### src/rsg_defines.vh
// rsg_defines.vh: constants for the table-based sine generator
// assumes inclusion by rsg_sine_gen.v, the checker and the bench; definitions only
`ifndef RSG_DEFINES_VH
`define RSG_DEFINES_VH

`define RSG_MCLK_HZ       7680000
`define RSG_CPU_DIV       4
`define RSG_CPU_DIV_W     2
`define RSG_N_W           12
`define RSG_N_MIN         12'h003
`define RSG_N_MAX         12'hBB8
`define RSG_N_RST         12'h003
`define RSG_ADDR_W        7
`define RSG_ADDR_LAST     7'h7F
`define RSG_ADDR_ZERO     7'h00
`define RSG_DATA_W        8
`define RSG_ROM_DEPTH     256
`define RSG_TAB_ENTRIES   128
`define RSG_MID           8'h80
`define RSG_AMPL          127
`define RSG_TWO_PI        6.283185307
`define RSG_BUF_EMPTY     2'h0
`define RSG_BUF_ONE       2'h1
`define RSG_BUF_FULL      2'h2
`define RSG_SYNC_F_HZ     200
`define RSG_BASE_HZ       60000
`define RSG_FMIN_HZ       20
`define RSG_FMAX_HZ       20000

`endif

### src/rsg_sine_gen.v
// rsg_sine_gen.v: divide-by-n sweep of a 256x8 sine table into a dac word stream
// assumes clk_i is the master clock; control inputs come from a processor on
// another clock and are synchronised here; zero_cross_i is an asynchronous pin
// div_n_i is read raw, qualified by the synchronised load edge: it must stand
// unchanged while div_load_i is high and a few cycles after
`timescale 1ns/1ps
`include "rsg_defines.vh"

////////////////////////////////////////////////////////////////////////////////
module rsg_sine_gen #(
    parameter N_W    = `RSG_N_W,
    parameter DATA_W = `RSG_DATA_W
) (
    input  wire              clk_i,          // master clock
    input  wire              nrst_i,         // async reset, active low
    input  wire [N_W-1:0]    div_n_i,        // division value n
    input  wire              div_load_i,     // level: load n (rising edge acts)
    input  wire              polarity_i,     // 0: zero phase, 1: inverted
    input  wire              sync_en_i,      // line sync wanted (test below 200 Hz)
    input  wire              meas_done_i,    // level: measurement cycle completed
    input  wire              zero_cross_i,   // power-line zero crossing detector
    input  wire              dac_ready_i,    // dac accepts a word
    output wire              dac_valid_o,    // word available
    output wire [DATA_W-1:0] dac_data_o,     // word to dac
    output reg               cpu_clk_o,      // master clock divided by four
    output wire              sync_armed_o,   // waiting for zero crossing
    output wire              n_range_err_o   // loaded n outside 3..3000
);

////////////////////////////////////////////////////////////////////////////////
// input synchronisers: first stage read only by second stage
// prev flops turn the synchronised levels into one-cycle edge pulses
reg  [4:0] sy1_q;
reg  [4:0] sy2_q;
reg        load_prev_q;
reg        zc_prev_q;
reg        done_prev_q;

always @(posedge clk_i or negedge nrst_i) begin
    if (!nrst_i) begin
        sy1_q       <= 5'h0;
        sy2_q       <= 5'h0;
        load_prev_q <= 1'b0;
        zc_prev_q   <= 1'b0;
        done_prev_q <= 1'b0;
    end else begin
        sy1_q       <= {div_load_i, polarity_i, sync_en_i, meas_done_i, zero_cross_i};
        sy2_q       <= sy1_q;
        load_prev_q <= sy2_q[4];
        zc_prev_q   <= sy2_q[0];
        done_prev_q <= sy2_q[1];
    end
end

wire load_s  = sy2_q[4];
wire pol_s   = sy2_q[3];
wire synce_s = sy2_q[2];
wire load_p  = load_s & ~load_prev_q;
wire zc_p    = sy2_q[0] & ~zc_prev_q;
wire done_p  = sy2_q[1] & ~done_prev_q;

////////////////////////////////////////////////////////////////////////////////
// processor clock divider
reg [`RSG_CPU_DIV_W-1:0] cpu_cnt_q;
// output is count bit one, one clock late: 50% duty, no glitch

always @(posedge clk_i or negedge nrst_i) begin
    if (!nrst_i) begin
        cpu_cnt_q <= {`RSG_CPU_DIV_W{1'b0}};
        cpu_clk_o <= 1'b0;
    end else begin
        cpu_cnt_q <= cpu_cnt_q + 1'b1;
        cpu_clk_o <= cpu_cnt_q[`RSG_CPU_DIV_W-1];
    end
end

////////////////////////////////////////////////////////////////////////////////
// presettable divide-by-n; out-of-range n is clamped so the rate stays bounded
// counter reloads n-1 at zero, so one step every n clocks
// a load restarts the count so the new rate starts clean
function [N_W-1:0] rsg_clamp;
    input [N_W-1:0] n;
    begin
        if (n < `RSG_N_MIN)
            rsg_clamp = `RSG_N_MIN;
        else if (n > `RSG_N_MAX)
            rsg_clamp = `RSG_N_MAX;
        else
            rsg_clamp = n;
    end
endfunction

reg [N_W-1:0] n_q;
reg [N_W-1:0] div_cnt_q;
reg           range_err_q;
wire          stall;
wire          step = (div_cnt_q == {N_W{1'b0}}) & ~stall;

always @(posedge clk_i or negedge nrst_i) begin
    if (!nrst_i) begin
        n_q         <= `RSG_N_RST;
        div_cnt_q   <= {N_W{1'b0}};
        range_err_q <= 1'b0;
    end else begin
        if (load_p) begin
            n_q         <= rsg_clamp(div_n_i);
            range_err_q <= (div_n_i != rsg_clamp(div_n_i));
            div_cnt_q   <= {N_W{1'b0}};
        end else if (!stall) begin
            if (div_cnt_q == {N_W{1'b0}})
                div_cnt_q <= n_q - 1'b1;
            else
                div_cnt_q <= div_cnt_q - 1'b1;
        end
    end
end
assign n_range_err_o = range_err_q;

////////////////////////////////////////////////////////////////////////////////
// address counter with line sync
reg [`RSG_ADDR_W-1:0] addr_q;
reg                   armed_q;

always @(posedge clk_i or negedge nrst_i) begin
    if (!nrst_i) begin
        addr_q  <= `RSG_ADDR_ZERO;
        armed_q <= 1'b0;
    end else begin
        // crossing wins over a same-cycle step; a completion in the same
        // cycle re-arms, so the set is never lost
        if (armed_q && zc_p) begin
            addr_q  <= `RSG_ADDR_ZERO;
            armed_q <= done_p & synce_s;
        end else begin
            if (done_p && synce_s)
                armed_q <= 1'b1;
            if (step)
                addr_q <= addr_q + 1'b1;
        end
    end
end
assign sync_armed_o = armed_q;

////////////////////////////////////////////////////////////////////////////////
// 256x8 table: low half zero phase, high half inverted
reg [DATA_W-1:0] rom [0:`RSG_ROM_DEPTH-1];
integer          k;
integer          amp;
integer          lo_w;
integer          hi_w;

// filled once at start; amplitude truncates toward zero, words stay 1..255
initial begin
    for (k = 0; k < `RSG_TAB_ENTRIES; k = k + 1) begin
        amp  = $rtoi(`RSG_AMPL * $sin(`RSG_TWO_PI * k / `RSG_TAB_ENTRIES));
        lo_w = `RSG_MID + amp;
        hi_w = `RSG_MID - amp;
        rom[k]                    = lo_w[DATA_W-1:0];
        rom[k + `RSG_TAB_ENTRIES] = hi_w[DATA_W-1:0];
    end
end

wire [`RSG_ADDR_W:0] rom_addr = {pol_s, addr_q};

////////////////////////////////////////////////////////////////////////////////
// two-entry output buffer; stall holds the sweep rather than drop a word
// push side: valid is step, ready is ~stall; pop side: dac handshake
// head word stands on dac_data_o until the dac takes it
reg [DATA_W-1:0] buf0_q;
reg [DATA_W-1:0] buf1_q;
reg [1:0]        cnt_q;
wire             push = step;
wire             pop  = dac_ready_i & (cnt_q != `RSG_BUF_EMPTY);
assign stall = (cnt_q == `RSG_BUF_FULL);

always @(posedge clk_i or negedge nrst_i) begin
    if (!nrst_i) begin
        buf0_q <= {DATA_W{1'b0}};
        buf1_q <= {DATA_W{1'b0}};
        cnt_q  <= `RSG_BUF_EMPTY;
    end else begin
        case ({push, pop})
            2'b10: begin
                if (cnt_q == `RSG_BUF_EMPTY)
                    buf0_q <= rom[rom_addr];
                else
                    buf1_q <= rom[rom_addr];
                cnt_q <= cnt_q + `RSG_BUF_ONE;
            end
            2'b01: begin
                buf0_q <= buf1_q;
                cnt_q  <= cnt_q - `RSG_BUF_ONE;
            end
            2'b11: begin
                if (cnt_q == `RSG_BUF_ONE)
                    buf0_q <= rom[rom_addr];
                else begin
                    buf0_q <= buf1_q;
                    buf1_q <= rom[rom_addr];
                end
            end
            default: begin
                cnt_q <= cnt_q;
            end
        endcase
    end
end

assign dac_valid_o = (cnt_q != `RSG_BUF_EMPTY);
assign dac_data_o  = buf0_q;

endmodule

### config.mk
export PLATFORM = sky130hd
export DESIGN_NAME = rsg_sine_gen
export DESIGN_NICKNAME = d
export VERILOG_FILES = /design/src/rsg_sine_gen.v
export VERILOG_INCLUDE_DIRS = /design/src
export SDC_FILE = /design/constraint.sdc
export NUM_CORES = 1
export LEC_CHECK = 0
export BUFFER_PORTS_ARGS = -buffer_cell sky130_fd_sc_hd__buf_2
export CORE_MARGIN = 2
export CORE_UTILIZATION = 28
export CTS_CLUSTER_DIAMETER = 150
export CTS_CLUSTER_SIZE = 25
export DETAILED_ROUTE_END_ITERATION = 7
export SLEW_MARGIN = 20
export SYNTH_ARGS = -nofsm -noshare
export SYNTH_HDL_FRONTEND = slang
export SYNTH_SLANG_ARGS = --single-unit
### constraint.sdc
create_clock -name clk_i -period 2.6 [get_ports clk_i]
set_input_delay 0.26 -clock clk_i [delete_from_list [all_inputs] [get_ports clk_i]]
set_output_delay 0.26 -clock clk_i [all_outputs]
set_load 0.02 [all_outputs]
Word level (Yosys, flattened, before mapping)
Memory sizes are Yosys's and may differ from the RTL's. Index checks and enable logic that the tools add are counted.

Input bits: 20. Bits in writable memories: 0. Memories kept: 1. Word-level logic and storage cells: 73. Latch bits: 0. Flip-flop bits (word level): 67. Bits in read-only memories: 2048.

Memories: rom (depth 256, width 8, read ports 1, clocked after Yosys merged registers in 0, write ports 0, line rsg_sine_gen.v:146) `` reg [DATA_W-1:0] rom [0:`RSG_ROM_DEPTH-1]; ``.

Bitwise operators: 10. Muxes and demuxes: 17. Shifts and indexed selects: 0. Reductions and logical operators: 12. Divide/modulo/power cells: 0. Add/subtract/negate cells: 6. Multiply operators: 0. $lt $le $gt $ge: 2. Eq/ne operators: 10.

Operators with widths (number): $mux 12 (6); $mux 8 (4); $pmux 8 s3 (1); $sub 12x1->12 const B (2); $pmux 8 s2 (1); $mux 7 (2); $gt 12x12->1 const B (1); $logic_not 12->1 (1); $lt 12x2->1 const B (1); $ne 12x12->1 (1); $reduce_bool 2->1 (5); $ne 2x2->1 const B (4); $add 7x1->7 const B (1); $and 1x1->1 (6); $eq 2x2->1 const B (3); $add 2x1->2 const B (2); $eq 2x1->1 const B (2); $not 1->1 (4); $pmux 2 s2 (1); $reduce_and 3->1 (1); $reduce_bool 3->1 (1); $logic_and 1x1->1 (2); $logic_not 2->1 (1); $mux 1 (2); 2 further kinds (2).

Logic depth before layout (Yosys ltp)
Gate-level depths: netlist (run 1).

Depth in word-level cells: 6. Gate-level depth with buffers: 11.

Worst setup path after synthesis (run 1)
Ideal clock, no wire load.

Kind: register to register. Start: register div_cnt_q[4]. End: register div_cnt_q[10]. Library setup time: 0.067 ns. Clock period less this slack: 2.774 ns. Path buffers: 2. Required time: 2.533 ns. Data arrival time: 2.706 ns. Cell stages (with the launch flop): 12. Setup slack: -0.174 ns. Path through: dfrtp_1 -> or4_1 -> clkbuf_1 -> nor4_4 -> buf_2 -> a21oi_1 -> ha_1 -> or3b_2 -> nor4_1 -> a21boi_0 -> mux2i_1 -> o2111a_1.

Longest elaborated chain between the ends: 4.

RTL lines: from (decl) (line rsg_sine_gen.v:94) `reg [N_W-1:0] div_cnt_q;`; from (signal assigned) (line rsg_sine_gen.v:102) `div_cnt_q <= {N_W{1'b0}};`; from (signal assigned) (line rsg_sine_gen.v:108) `div_cnt_q <= {N_W{1'b0}};`; from (signal assigned) (line rsg_sine_gen.v:111) `div_cnt_q <= n_q - 1'b1;`; $sub 12x1->12 or $logic_not 12->1 (tied branches) (line rsg_sine_gen.v:113, rsg_sine_gen.v:110); $mux 12 (*) (line rsg_sine_gen.v:110) `if (div_cnt_q == {N_W{1'b0}})`; $mux 12 (*) (line rsg_sine_gen.v:109) `end else if (!stall) begin`; $mux 12 (*) (line rsg_sine_gen.v:105) `if (load_p) begin`.

Every way passes the cells marked *; elsewhere a longest branch is shown, timed or not. The select of a mux whose other input is x is not followed. A chain may end at the register's enable or synchronous reset.

Final worst setup path (run 1)
Same ends and word-level chain as after synthesis.

==> flow_summary_export.csv, run 1 <==
group,metric,value,unit
final_layout,n_fill_cell,1647,
sta,slew_headroom,50.52,%
yosys,ys_types,67,
sta,timing.final.crit_share,97.07,%
critical_path,cpPeakStageDelay,590,ps
global_route,grtUsageTotal,14.18,%
yosys,ys_seq_elements,67,
critical_path,crit_path_end_kind,"register",
floorplan,die_x,130.8,um
final_layout,drive_above_1_share,21.12,%
critical_path,arrival,2800,ps
global_route,grt_pass1_vias,3945,
yosys,synth_top_area_share,36.14,%
yosys,synth-edff-count,0,
yosys,syn_nets,554,
final_layout,fin_nets,610,
clock_tree,clkTransAtPathRegs,60,ps
sta,tightest_slew,742.2,ps
final_layout,post-route-util,35.23,%
critical_path,start_kind,"register",
final_layout,diodes,0,
critical_path,crit_chain,"or4_4, nor4_4, buf_4, a21oi_2, ha_2, or3b_4, nor4_4, a21boi_2, mux2i_1, o2111a_1",
floorplan,num_rows,46,
final_layout,stdcell_count,789,
drt,wire_per_inst,14.86,um
flow_run,maxCapViolations,0,
yosys,ys_seq_area_share,37.31,%
floorplan,io_pins,32,
drt,ant_nets,0,
floorplan,dieArea,0.01710,mm^2
global_route,grt_overflow,0,
critical_path,critPathRequiredTime,2880,ps
clock_tree,cts.sinks,67,
yosys,synthCells,512,
clock_tree,cts_max_path_buffers,2,
yosys,synth_area_leaders,"dfrtp_1, ha_1, nand2_1",
placement,dp_hpwl,8.561,mm
clock_tree,cts_tree,"yes",
yosys,syn_area_per_cell,8.790,um^2
yosys,synthFlopType,"dfrtp_1",
critical_path,crit_type,"register to register",
global_route,grt_max_degree,59,
drt,firstDrtPassIters,5,
yosys,synth_most_common_cell,"dfrtp_1",
drt,wirelength,11.73,mm
clock_tree,clock_latency,340,ps
placement,port_buffers,31,
yosys,yosysWarnings,0,
drt,drt-initial-drc-count,315,
global_route,grt_antenna_before_repair,0,
sta,min_period,2524,ps
drt,drc,0,
pwr,ir_worst_vdd,0.3619,mV
yosys,synth_area,0.004501,mm^2
status,status,"completed",
critical_path,crit_top_cell,"nor4_4",
final_layout,final-seq-area,0.001680,mm^2
critical_path,critical_path.top_delay_family,"simple AND/OR/NAND/NOR gates",
clock_tree,cts_buffers,9,
sta,fmax,396.2,MHz
critical_path,worst-path-max-fanout,3,
clock_tree,h-tree-depth,3,
drt,via_per_inst,5.250,
hold_path,hp-class,"primary input to register",
critical_path,cp.buffers_inverters,1,
final_layout,multiInputGateArea,0.002686,mm^2
drt,num_vias,4142,
global_route,grt_pass1_wl,19.40,mm
yosys,yosys-top-cells-count,"dfrtp_1, nand2_1, o21ai_0, nor2_1, a21oi_1",
floorplan,core,0.01577,mm^2
floorplan,fp.dieH,130.8,um
placement,gp_congestion,0.9024,
sta,skew,8.281,ps
floorplan,start_util,28.54,%
sta,setup_viol,0,
sta,rsz0062_at_grt,"false",
pwr,power.total,5.321,mW
sta,slew_viol_final,0,
yosys,ys_async_sr_fraction,100.0,%
clock_tree,cts-root-buf,"clkbuf_16",
critical_path,cp_slowest_cell,"or4_4",
final_layout,synthToLayoutAreaGrowth,23.46,%
pwr,power_density,957.5,mW/mm^2
placement,dp_cells,770,
sta,hold_viol,0,
yosys,synth_area_leader_cell,"dfrtp_1",
pwr,p_leak,2.367,nW
[sequential cells by signal (all words and copies together) (netlist names), 5 cells and up]
signal / count
addr_q: 7
buf1_q: 8
dac_data_o: 8
div_cnt_q: 12
n_q: 12
sy1_q: 5
sy2_q: 5
[kinds of logic after synthesis]
family | count (synthesis) | share of synthesized area (%)
adder cells (fa/ha/maj) | 22 | 6.116
multiplexers | 12 | 2.780
flip-flops | 67 | 37.31
XOR/XNOR | 18 | 3.503
AO/OA/AOI/OAI | 165 | 25.49
buffers and inverters | 53 | 4.587
AND/OR/NAND/NOR | 175 | 20.21
[area by class of cell]
class                   count  share of cell area [%]
clock inverters             7                   1.216
repair buffers             79                   9.998
flip-flops and latches     67                   30.24
inverters                  19                   1.283
well taps                 216                   4.864
multi-input cells         392                   48.35
clock buffers               9                   4.053
[repair_timing]
action / CTS / global route
hold endpoints to repair: 9 / 0
resized for setup: 2 / 11
pin swaps: 1 / 3
hold buffers: 1 / 0
buffers inserted: 1 / 0
setup endpoints to repair: 1 / 18
gates cloned: 0 / 1
[placed cells by master, fill, tap and decap left out, drive strengths merged, types with 11 or more instances in the layout]
master / Yosys / layout
nor2: 33 / 33
dfrtp: 65 / 65
nor3: 11 / 11
nor2b: 14 / 14
a211oi: 13 / 13
nand2: 54 / 54
nand2b: 12 / 12
buf: 10 / 78
a21oi: 27 / 27
inv: 18 / 22
ha: 22 / 22
xnor2: 11 / 11
o21ai: 36 / 36
[stage by stage]
stage | setup TNS, ps | hold slack [ps] | worst slack, ps | instance area (um^2)
after detailed placement | -0.1876 | 335.5 | -0.1876 | 5186
after CTS | 0 | 9.849 | 16.90 | 5507
after floorplan | -139.9 | -35.59 | -115.5 | 4534
after global routing | 0 | 9.267 | 2.764 | 5557
final | 0 | 25.13 | 76.24 | 5557
after global placement | 0 | 336.3 | 91.33 | 5186
[where the power goes]
group          total, mW  switching [mW]  leakage (nW)  internal, mW
logic               2.66            1.47          1.39          1.19
clock network       1.18           0.506         0.142         0.671
registers           1.48           0.194         0.838          1.29
[routing by layer]
layer	vias up	part of all wire (%)	global-route usage, %
met5	-	0	0
met3	17	4.0	2.891
met1	1998	46	18.62
met4	0	1.9	5.194
li1	2023	-	-
met2	104	48	23.19
[final timing paths]
kind | from | to | slack (ps) | cells past startpoint
worst max-delay path | div_cnt_q[4] | div_cnt_q[10] | 80 | 10
worst min-delay path | div_load_i | sy1_q[4] | 30 | 1
worst max register to register | div_cnt_q[4] | div_cnt_q[10] | 80 | 10
worst min register to register | sy1_q[1] | sy2_q[1] | 350 | 0
max in group asynchronous | nrst_i | n_q[1] | 1380 | 3
min in group asynchronous | nrst_i | n_q[11] | 510 | 2
No activity file was read; power rests on OpenSTA's default activity.
==> run 2, diff against run 1 <==
- CORE_MARGIN: 2 -> 4
- CORE_UTILIZATION: 28 -> 33
==> run 2 against run 1 <==
  * Die area down 9.0%
  * Register-to-register slack about the same
  * Global-route usage up 1.1 points
  * Critical path depth down 4
  * Sequential share of layout area up 0.25 points
  * First-iteration DRC count up 17%
  * Total power down 0.50%
  * Worst hold slack better by 1.8 ps
  * Flip-flop and latch count unchanged
  * Maximum frequency up 0.26%
  * Via count up 1.5%
  * Critical path type unchanged
  * Largest power group unchanged
==> flow_summary_export.csv, run 2 (synthesis results as in run 1) <==
group,metric,value,unit
clock_tree,cts_hold_buf,0,
floorplan,io_pins,32,
global_route,grt_max_degree,68,
critical_path,start_kind,"register",
critical_path,crit_path_end_kind,"register",
sta,rsz0062_at_grt,"true",
sta,timing.final.ws_setup,82.89,ps
sta,final.setup.tns,0,ps
critical_path,critPathRequiredTime,2820,ps
critical_path,cp-startpoint,"div_cnt_q[0]",
floorplan,core,0.01330,mm^2
final_layout,final-seq-area,0.001680,mm^2
critical_path,ff2ff_path_depth,6,
floorplan,num_rows,42,
floorplan,fp.dieH,124.8,um
final_layout,final_cell_mix,"dfrtp_1, nand2_1, buf_4",
final_layout,top_regs,"div_cnt_q x12, n_q x12",
final_layout,multiInputGateArea,0.002703,mm^2
global_route,grt_pass1_wl,20.09,mm
final_layout,synthToLayoutAreaGrowth,22.46,%
sta,slew_viol_final,0,
final_layout,diodes,0,
clock_tree,cts-root-buf,"clkbuf_16",
clock_tree,cts_max_path_buffers,2,
clock_tree,cts_buffers,9,
final_layout,n_fill_cell,1336,
drt,drc,0,
clock_tree,clkTransAtPathRegs,60,ps
clock_tree,cts_tree,"yes",
drt,topRoutingLayerUsed,"met4",
placement,placed_cell_area,0.005111,mm^2
critical_path,arrival,2740,ps
drt,met2_length,5.611,mm
drt,wl_met3,598,um
flow_run,maxCapViolations,0,
clock_tree,h-tree-depth,3,
drt,via_per_inst,5.597,
clock_tree,clock_latency,330,ps
drt,wire_per_inst,15.79,um
floorplan,die_x,124.8,um
pwr,power.total,5.294,mW
final_layout,layout_commonest_cell,"dfrtp_1",
critical_path,crit_type,"register to register",
sta,slew_headroom,35.03,%
global_route,grt_overflow,0,
floorplan,start_util,33.85,%
drt,ant_nets,0,
placement,port_buffers,31,
pwr,power_density,960.5,mW/mm^2
final_layout,finalInstanceArea,0.005512,mm^2
floorplan,dieArea,0.01557,mm^2
drt,wirelength,11.86,mm
clock_tree,cts.sinks,67,
placement,gp_congestion,0.9054,
final_layout,fin_nets,612,
hold_path,hp-class,"primary input to register",
sta,fmax,397.3,MHz
final_layout,post-route-util,41.45,%
pwr,ir_worst_vdd,0.3159,mV
global_route,grt_antenna_before_repair,0,
drt,firstDrtPassIters,5,
sta,setup_viol,0,
critical_path,worst_r2r_endpoint,"div_cnt_q[6]",
critical_path,worstSetupEndpoint,"div_cnt_q[6]",
placement,dp_hpwl,8.563,mm
sta,min_period,2517,ps
final_layout,stdcell_count,751,
sta,timing.final.crit_share,96.81,%
placement,pre_cts_slack,-26.04,ps
critical_path,worst-path-max-fanout,17,
critical_path,r2r_slack,80,ps
drt,wl_met1,5.377,mm
placement,dp_cells,730,
drt,drt-initial-drc-count,369,
sta,hold_viol,0,
final_layout,drive_above_1_share,22.09,%
critical_path,reg2reg_from,"div_cnt_q[0]",
pwr,p_leak,2.369,nW
global_route,grt_pass1_vias,4075,
sta,skew,6.333,ps
sta,tightest_slew,972.6,ps
drt,num_vias,4203,
global_route,grtUsageTotal,15.31,%
status,status,"completed",
sta,worst_hold_slack,26.92,ps
[run 2: where the power goes]
group          total, mW  internal [mW]  leakage (nW)  switching [mW]
Combinational       2.62           1.16          1.39            1.46
Sequential          1.50           1.29         0.838           0.210
Clock               1.18          0.670         0.141           0.507
[run 2: final cells by class]
class / count / area share [%]
well taps: 176 / 3.995
clock buffers: 9 / 4.086
repair buffers: 81 / 9.921
multi-input cells: 392 / 49.04
clock inverters: 7 / 1.180
flip-flops and latches: 67 / 30.49
inverters: 19 / 1.294
[run 2: how the worst min path moves through the flow]
stage                            from        end  slack, ps  cells after the start
after floorplan                nrst_i  addr_q[0]        -40                      0
after global placement       sy1_q[4]   sy2_q[4]        330                      0
after detailed placement     sy1_q[1]   sy2_q[1]        330                      0
after CTS                 meas_done_i   sy1_q[1]         10                      1
after global routing      meas_done_i   sy1_q[1]          5                      1
final                     meas_done_i   sy1_q[1]         30                      1
[run 2: worst max-delay path, stage by stage, from the launching register on]
cell and delay, ps:
dfrtp_2 430, or4_4 540, nor4_4 370, buf_4 290
a31oi_1 110, or4b_1 520, o211a_1 140
[run 2: what timing repair did]
item / 4_1_cts / 5_1_grt
setup buffers: 0 / 4
resized for setup: 2 / 15
pin swaps: 0 / 4
endpoints found under the setup margin: 4 / 18
cloned: 0 / 1
[run 2: routing by layer]
metal / track usage, % / vias up
li1: - / 2030
met1: 20.26 / 2027
met2: 24.90 / 126
met3: 3.130 / 20
met4: 5.222 / 0
met5: 0 / -
